**config.mk**
```make
export PLATFORM = sky130hd
export DESIGN_NAME = tac_ctrl
export DESIGN_NICKNAME = d
export VERILOG_FILES = /design/src/pkg/tac_pkg.sv /design/src/design/tac_sync.sv /design/src/design/tac_shift.sv /design/src/design/tac_ctrl.sv
export SDC_FILE = /design/constraint.sdc
export NUM_CORES = 1
export LEC_CHECK = 0
export BUFFER_PORTS_ARGS = -buffer_cell sky130_fd_sc_hd__buf_4
export CAP_MARGIN = 20
export CORE_MARGIN = 2
export CORE_UTILIZATION = 45
export DETAILED_ROUTE_END_ITERATION = 8
export GPL_TIMING_DRIVEN = 0
export SLEW_MARGIN = 40
export SYNTH_ARGS = -nofsm -noshare
export SYNTH_HDL_FRONTEND = slang
export SYNTH_SLANG_ARGS = --single-unit
```
**constraint.sdc**
```tcl
create_clock -name ref_clk -period 3.7 [get_ports ref_clk]
set_clock_uncertainty 0.15 [all_clocks]
set_input_delay 0 -clock ref_clk [delete_from_list [all_inputs] [get_ports ref_clk]]
set_output_delay 0 -clock ref_clk [all_outputs]
set_load 0.02 [all_outputs]
```
**src/pkg/tac_pkg.sv**
```systemverilog
// Shared constants and types of the touch converter command and power control.
// Assumes all users name items as tac_pkg::name, with no import.
package tac_pkg;

  ////////////////////////////////////////////////////////////////////////////
  // Command byte layout.
  localparam int CMD_W = 8;
  localparam logic [3:0] CNT_ZERO = 4'h0;
  localparam logic [3:0] CNT_ONE = 4'h1;
  // Count of bits held when the channel address bit 0 is being sampled.
  localparam logic [3:0] ACQ_BIT = 4'h3;
  // Count of bits held when the last command bit is being sampled.
  localparam logic [3:0] CMD_LAST_BIT = 4'h7;

  // Result lengths for the two resolutions.
  localparam logic [3:0] RES_BITS_HI = 4'hC;
  localparam logic [3:0] RES_BITS_LO = 4'h8;

  ////////////////////////////////////////////////////////////////////////////
  // Power-select codes.
  localparam logic [1:0] PWR_AUTO = 2'h0;
  localparam logic [1:0] PWR_LOW = 2'h1;
  localparam logic [1:0] PWR_RSVD = 2'h2;
  localparam logic [1:0] PWR_ON = 2'h3;

  // Pin synchroniser reset image: serial clock, chip select, data in.
  localparam logic [2:0] PIN_SYNC_RST = 3'h2;

  // Default panel channel addresses for the two position measurements.
  localparam logic [2:0] MEAS_Y_DEF = 3'h1;
  localparam logic [2:0] MEAS_X_DEF = 3'h5;

  ////////////////////////////////////////////////////////////////////////////
  // Field order follows bit 7 down to bit 0 so a byte casts directly.
  typedef struct packed {
    logic start;
    logic chanAddrBit2;
    logic chanAddrBit1;
    logic chanAddrBit0;
    logic res12;
    logic refModeSelect;
    logic powerSelectHi;
    logic powerSelectLo;
  } tac_cmd_s;

  // Panel bias switch controls; a set bit means the switch is closed.
  typedef struct packed {
    logic yPosDrive;
    logic yNegDrive;
    logic xPosDrive;
    logic xNegDrive;
    logic senseXPos;
    logic senseYPos;
  } tac_drive_s;

  typedef enum logic [1:0] {
    ST_IDLE,
    ST_CMD,
    ST_START,
    ST_CONV
  } tac_state_e;

endpackage

```
**src/design/tac_sync.sv**
```systemverilog
// Two-stage synchroniser for a group of pin inputs.
// Assumes the inputs are asynchronous to ref_clk; only the second stage is
// meant to be read by other logic.
module tac_sync #(
  parameter int WIDTH = 3,
  parameter logic [WIDTH-1:0] RESET_VAL = '0
) (
  // Clock, reset and freeze
  input wire logic ref_clk,
  input wire logic rst_b,
  input wire logic clkEn,
  // Pins and their synchronised copy
  input wire logic [WIDTH-1:0] asyncIn,
  output logic [WIDTH-1:0] syncOut
);

  logic [WIDTH-1:0] stage1_q;

  always_ff @(posedge ref_clk or negedge rst_b)
  begin
    if (!rst_b)
    begin
      stage1_q <= RESET_VAL;
      syncOut <= RESET_VAL;
    end
    else if (clkEn)
    begin
      stage1_q <= asyncIn;
      syncOut <= stage1_q;
    end
  end

endmodule

```
**src/design/tac_shift.sv**
```systemverilog
// Serial-in shift register used to gather the command byte.
// Assumes load and shift are one-cycle strobes on ref_clk; load wins.
module tac_shift #(
  parameter int WIDTH = 8
) (
  // Clock, reset and freeze
  input wire logic ref_clk,
  input wire logic rst_b,
  input wire logic clkEn,
  // Strobes and data
  input wire logic load,
  input wire logic shiftEn,
  input wire logic serialIn,
  output logic [WIDTH-1:0] value
);

  always_ff @(posedge ref_clk or negedge rst_b)
  begin
    if (!rst_b)
      value <= '0;
    else if (clkEn && load)
      value <= {{(WIDTH-1){1'h0}}, serialIn};
    else if (clkEn && shiftEn)
      value <= {value[WIDTH-2:0], serialIn};
  end

endmodule

```
**src/design/tac_ctrl.sv**
```systemverilog
// Command decode, panel bias sequencing and power sequencing of a four-wire
// resistive touch converter.
// Assumes serial_clk, chip select and data in are pins from the host, while
// the comparator decision comes from converter logic on ref_clk.

module tac_ctrl #(
  parameter logic [2:0] MEAS_Y_ADDR = tac_pkg::MEAS_Y_DEF,
  parameter logic [2:0] MEAS_X_ADDR = tac_pkg::MEAS_X_DEF
) (
  // Clock, reset and freeze
  input wire logic ref_clk,
  input wire logic rst_b,
  input wire logic clkEn,
  // Host serial pins
  input wire logic serialClk,
  input wire logic chipSelN,
  input wire logic serialDataIn,
  output logic serialDataOut,
  output logic serialDataOutEn,
  output logic busyOut,
  output logic busyOutEn,
  // Converter core
  input wire logic compDecision,
  output logic sarStep,
  output logic convActive,
  output logic adcPowerOn,
  // Panel and pen interrupt
  output tac_pkg::tac_drive_s panelDrive,
  output logic penTouchIrqEn,
  // Status
  output tac_pkg::tac_cmd_s activeCmd,
  output logic [1:0] appliedPowerSel
);

  ////////////////////////////////////////////////////////////////////////////
  // Pin sampling and edge detection.
  logic [2:0] pinSync;
  logic sClkPrev_q;
  logic sClk;
  logic csN;
  logic din;
  logic sRise;
  logic sFall;

  tac_sync #(
    .WIDTH(3),
    .RESET_VAL(tac_pkg::PIN_SYNC_RST)
  ) u_pinSync (
    .ref_clk(ref_clk),
    .rst_b(rst_b),
    .clkEn(clkEn),
    .asyncIn({serialClk, chipSelN, serialDataIn}),
    .syncOut(pinSync)
  );

  assign sClk = pinSync[2];
  assign csN = pinSync[1];
  assign din = pinSync[0];
  // Edges are found on the synchronised copy, so they lag the pin by two to
  // three ref_clk cycles; the serial clock must stay well below ref_clk / 4.
  assign sRise = sClk & ~sClkPrev_q;
  assign sFall = ~sClk & sClkPrev_q;

  ////////////////////////////////////////////////////////////////////////////
  // State.
  tac_pkg::tac_state_e state_q;
  tac_pkg::tac_state_e state_d;
  logic [3:0] bitCnt_q;
  logic [3:0] bitCnt_d;
  logic [3:0] outCnt_q;
  logic [3:0] outCnt_d;
  tac_pkg::tac_cmd_s cmd_d;
  logic [1:0] applied_d;
  logic [2:0] chan_q;
  logic [2:0] chan_d;
  logic acq_q;
  logic acq_d;
  logic powered_d;
  logic busy_d;
  logic dout_d;
  logic sarStep_d;
  logic conv_d;
  tac_pkg::tac_drive_s drive_d;
  logic penEn_d;

  ////////////////////////////////////////////////////////////////////////////
  // Command byte gathering.
  logic [tac_pkg::CMD_W-1:0] shiftVal;
  logic [tac_pkg::CMD_W-1:0] cmdByte;
  logic startSeen;
  logic cmdShift;
  logic [3:0] resBits;
  logic [1:0] cmdPower;

  assign startSeen = sRise & din & (state_q == tac_pkg::ST_IDLE) & ~csN;
  assign cmdShift = sRise & (state_q == tac_pkg::ST_CMD) & ~csN;
  // The byte is complete in the same cycle its last bit is sampled.
  assign cmdByte = {shiftVal[tac_pkg::CMD_W-2:0], din};

  tac_shift #(
    .WIDTH(tac_pkg::CMD_W)
  ) u_cmdShift (
    .ref_clk(ref_clk),
    .rst_b(rst_b),
    .clkEn(clkEn),
    .load(startSeen),
    .shiftEn(cmdShift),
    .serialIn(din),
    .value(shiftVal)
  );

  assign resBits = activeCmd.res12 ? tac_pkg::RES_BITS_HI :
                   tac_pkg::RES_BITS_LO;
  assign cmdPower = {activeCmd.powerSelectHi, activeCmd.powerSelectLo};

  ////////////////////////////////////////////////////////////////////////////
  // Sequencer.
  always_comb
  begin
    state_d = state_q;
    bitCnt_d = bitCnt_q;
    outCnt_d = outCnt_q;
    cmd_d = activeCmd;
    applied_d = appliedPowerSel;
    chan_d = chan_q;
    acq_d = acq_q;
    powered_d = adcPowerOn;
    busy_d = busyOut;
    dout_d = serialDataOut;
    sarStep_d = 1'h0;
    conv_d = convActive;
    if (csN)
    begin
      state_d = tac_pkg::ST_IDLE;
      bitCnt_d = tac_pkg::CNT_ZERO;
      outCnt_d = tac_pkg::CNT_ZERO;
      acq_d = 1'h0;
      powered_d = 1'h0;
      busy_d = 1'h0;
      dout_d = 1'h0;
      conv_d = 1'h0;
    end
    else
    begin
      // serial side runs in any power state
      case (state_q)
        tac_pkg::ST_IDLE:
        begin
          if (startSeen)
          begin
            state_d = tac_pkg::ST_CMD;
            bitCnt_d = tac_pkg::CNT_ONE;
          end
        end
        tac_pkg::ST_CMD:
        begin
          if (sRise)
          begin
            bitCnt_d = bitCnt_q + tac_pkg::CNT_ONE;
            if (bitCnt_q == tac_pkg::ACQ_BIT)
            begin
              acq_d = 1'h1;
              chan_d = {shiftVal[1:0], din};
            end
            if (bitCnt_q == tac_pkg::CMD_LAST_BIT)
            begin
              cmd_d = tac_pkg::tac_cmd_s'(cmdByte);
              state_d = tac_pkg::ST_START;
            end
          end
        end
        tac_pkg::ST_START:
        begin
          if (sFall)
          begin
            state_d = tac_pkg::ST_CONV;
            busy_d = 1'h1;
            powered_d = 1'h1;
            conv_d = 1'h1;
            acq_d = 1'h0;
            outCnt_d = tac_pkg::CNT_ZERO;
          end
        end
        tac_pkg::ST_CONV:
        begin
          if (sFall)
          begin
            busy_d = 1'h0;
            if (outCnt_q == resBits)
            begin
              state_d = tac_pkg::ST_IDLE;
              conv_d = 1'h0;
              dout_d = 1'h0;
              applied_d = cmdPower;
              powered_d = (cmdPower == tac_pkg::PWR_ON);
            end
            else
            begin
              dout_d = compDecision;
              sarStep_d = 1'h1;
              outCnt_d = outCnt_q + tac_pkg::CNT_ONE;
            end
          end
        end
        default:
        begin
          state_d = tac_pkg::ST_IDLE;
        end
      endcase
    end
  end

  ////////////////////////////////////////////////////////////////////////////
  // Panel switches, taken from next-state values so they track the pins
  // without an extra cycle of lag.
  logic yMeas;
  logic xMeas;
  logic biasOn;
  logic senseOn;

  assign yMeas = (chan_d == MEAS_Y_ADDR);
  assign xMeas = (chan_d == MEAS_X_ADDR);
  assign biasOn = acq_d | (conv_d & ~cmd_d.refModeSelect);
  assign senseOn = acq_d | conv_d;

  always_comb
  begin
    drive_d.yPosDrive = biasOn & yMeas;
    drive_d.yNegDrive = biasOn & yMeas;
    drive_d.senseXPos = senseOn & yMeas;
    drive_d.xPosDrive = biasOn & xMeas;
    drive_d.xNegDrive = biasOn & xMeas;
    drive_d.senseYPos = senseOn & xMeas;
  end

  // pen interrupt only in code 00
  assign penEn_d = (applied_d == tac_pkg::PWR_AUTO) &
                   (state_d == tac_pkg::ST_IDLE);

  ////////////////////////////////////////////////////////////////////////////
  // Registers.
  always_ff @(posedge ref_clk or negedge rst_b)
  begin
    if (!rst_b)
    begin
      sClkPrev_q <= 1'h0;
      state_q <= tac_pkg::ST_IDLE;
      bitCnt_q <= tac_pkg::CNT_ZERO;
      outCnt_q <= tac_pkg::CNT_ZERO;
      chan_q <= 3'h0;
      acq_q <= 1'h0;
    end
    else if (clkEn)
    begin
      sClkPrev_q <= sClk;
      state_q <= state_d;
      bitCnt_q <= bitCnt_d;
      outCnt_q <= outCnt_d;
      chan_q <= chan_d;
      acq_q <= acq_d;
    end
  end

  // reset to code 00, output zero
  always_ff @(posedge ref_clk or negedge rst_b)
  begin
    if (!rst_b)
    begin
      activeCmd <= '0;
      appliedPowerSel <= tac_pkg::PWR_AUTO;
      adcPowerOn <= 1'h0;
      busyOut <= 1'h0;
      serialDataOut <= 1'h0;
      sarStep <= 1'h0;
      convActive <= 1'h0;
      panelDrive <= '0;
      penTouchIrqEn <= 1'h0;
      serialDataOutEn <= 1'h0;
      busyOutEn <= 1'h0;
    end
    else if (clkEn)
    begin
      activeCmd <= cmd_d;
      appliedPowerSel <= applied_d;
      adcPowerOn <= powered_d;
      busyOut <= busy_d;
      serialDataOut <= dout_d;
      sarStep <= sarStep_d;
      convActive <= conv_d;
      panelDrive <= drive_d;
      penTouchIrqEn <= penEn_d;
      serialDataOutEn <= ~csN;
      busyOutEn <= ~csN;
    end
  end

endmodule

```
==> metrics <==
status finished, final reports clean; Syn Area/Cell 10.2 um2; Slew Viols, Final 0; PwrDens 444 nW/um2; Crit Path Class flip-flop to flip-flop; minimum clock period 2.53 ns; Routed Antenna Nets 0; Layout Cells excl Fill 362; RSZ-0062 raised after global routing false; final wirelength 5350 um; Placed Cells incl. Taps 349; syn nets 263; Fill cells 529; Synth Register Bits 49; Worst path depth 7; Worst Path Required 3.74 ns; clock sinks 49; Max Cap Viol 0; port bufs 29; final worst slack 1.17 ns; post-CTS setup buffers 0; Worst-path clk slew 0.09 ns; startpoint types flip-flop; Crit path max-delay family simple AND/OR/NAND/NOR gates; Seq/Total Area, Yosys 48.8%; Finished Cell Area 3010 um2; first-pass GRT wire length 9030 um; total CTS buffers 5; maximum VDD drop 0.222 mV; Mapped Area 2520 um2; number of synthesized flops with an enable pin 0; Clock Latency Late Sink 0.30 ns; pre-CTS WS 1.18 ns; Yosys cell types 39; period utilisation layout 68.5%; Tot GR Track Use 18.6%; Overflow after GRT 0; final hold vios 0; vias in the first global route 1867; Lkg Pwr 1.35 nW; Die Width 78.8 um; Max-slew headroom 48.4%; post-DP HPWL 3880 um; Final nets 304; largest net degree at the start of global routing 50; Residual DRC 0; total power 1.34 mW; io pins 31; H-tree levels 2; Post-synth ARST share 100%; DR vias 1936; crit path max fanout 9; Sum Neg Setup Slack 0 ns; cells along the critical path inv_1 -> ha_1 -> clkbuf_1 -> nand2_1 -> nor3_2 -> nor2_1 -> mux2_2; number of antenna diodes 0; initial antenna violation count 0; Setup violations, final 0; R2R cell count 7; First DRT Iteration DRCs 103; FP Rows 27; prevailing post-synth register cell dfrtp_1; CTS max path bufs 2; vias per cell 5.35; most common cell after layout, fill and taps aside dfrtp_1; Worst Hold Class input pin to flip-flop; minimum hold slack 0.0685 ns; drt wl/cell 14.8 um; final core area utilization 55.4%; layout cells sized above 1 24.8%; cell count after synthesis 248; Initial Util 46.3%; Layout area overhead 19.7%; synth warn 0; commonest non-fill, non-tap cells in the layout 47 x dfrtp_1, 32 x buf_4, 26 x nor2_1, 23 x mux2_2; Root Driver clkbuf_8; die area 6210 um2; FMAX 395 MHz; routability congestion estimate 0.861; Buffers & Inverters on Critical Path 2; Critical Path AT 2.58 ns; Setup crit end kind flip-flop; slowest CP cell nor3_2; 1st-pass router iterations 4; CTS tree yes; WHS Path Cells 3; Die Ht 78.8 um; worst-margin pin slew 0.769 ns; peak per-stage delay on the critical path 0.63 ns; Core Area 5440 um2; DP Area 2830 um2
-- state kept, by name, summed over array words and instances (netlist names), 3 cells and up --
register            flops
outCnt_q                4
bitCnt_q                4
panelDrive              4
u_pinSync.stage1_q      3
u_cmdShift.value        7
activeCmd               8
chan_q                  3
u_pinSync.syncOut       3
-- final timing paths --
kind	start	slack, ns	endpoint
worst min register to register	u_pinSync.stage1_q[1]	0.35	u_pinSync.syncOut[1]
min in group asynchronous	rst_b	0.09	busyOut
worst max-delay path	state_q[1]	1.17	u_cmdShift.value[0]
max in group asynchronous	rst_b	2.90	outCnt_q[2]
worst min-delay path	clkEn	0.07	busyOutEn
worst max register to register	state_q[1]	1.17	u_cmdShift.value[0]
-- Yosys cell counts, types with 2 or more instances --
master | number | area (um2)
dfrtp_1 | 47 | 1180
nor2_1 | 26 | 97.6
mux2_2 | 23 | 259
inv_1 | 21 | 78.8
o21ai_0 | 21 | 105
nand2_1 | 20 | 75.1
a21oi_1 | 10 | 50.1
mux2i_1 | 10 | 100
clkbuf_1 | 8 | 30.0
ha_1 | 8 | 100
o22ai_1 | 7 | 43.8
a22oi_1 | 4 | 30.0
nand3_1 | 4 | 20.0
nor3_1 | 4 | 20.0
buf_4 | 3 | 22.5
nand2b_1 | 3 | 18.8
a311oi_1 | 2 | 17.5
dfstp_2 | 2 | 52.6
nand4_1 | 2 | 12.5
nand4b_1 | 2 | 17.5
nor3_2 | 2 | 20.0
or2_2 | 2 | 12.5
-- worst min-delay path, stage by stage --
cell	delay, ns
clkbuf_1	0.21
nand2_1	0.17
o21ai_0	0.10
-- layout make-up --
type	instances	area (um2)	area share, %
tap	72	90.1	2.99
clock inverter	3	68.8	2.28
inverter	21	78.8	2.62
sequential	49	1230	40.8
timing repair buffer	34	268	8.88
buffer	11	52.6	1.74
clock buffer	5	68.8	2.28
multi-input combinational	167	1160	38.4
-- repair_timing --
item	4_1_cts	5_1_grt
hold buffers	5	0
endpoints found under the hold margin	53	0
gates resized for setup	0	0
-- routing by layer --
metal | vias up | share of wire, % | track usage [%]
met1 | 952 | 46 | 25.9
met4 | 0 | 1.1 | 5.17
li1 | 944 | - | -
met5 | - | 0 | 0
met2 | 36 | 48 | 30.0
met3 | 4 | 4.3 | 3.52
-- kinds of logic after synthesis --
kind of cell | count (synthesis) | synth area share, %
muxes | 33 | 14.3
xor gates and xnor gates | 1 | 0.348
DFF | 49 | 48.8
and+or+nand+nor | 74 | 15.2
buffers and inverters | 32 | 5.22
adders and majority gates | 8 | 3.97
AOI/OAI and AO/OA | 51 | 12.3
-- power breakdown --
group	switching (mW)	internal [mW]
sequential	0.0582	0.586
clock	0.184	0.272
combinational	0.133	0.105
Note: power is estimated with default switching activity, not from simulation.
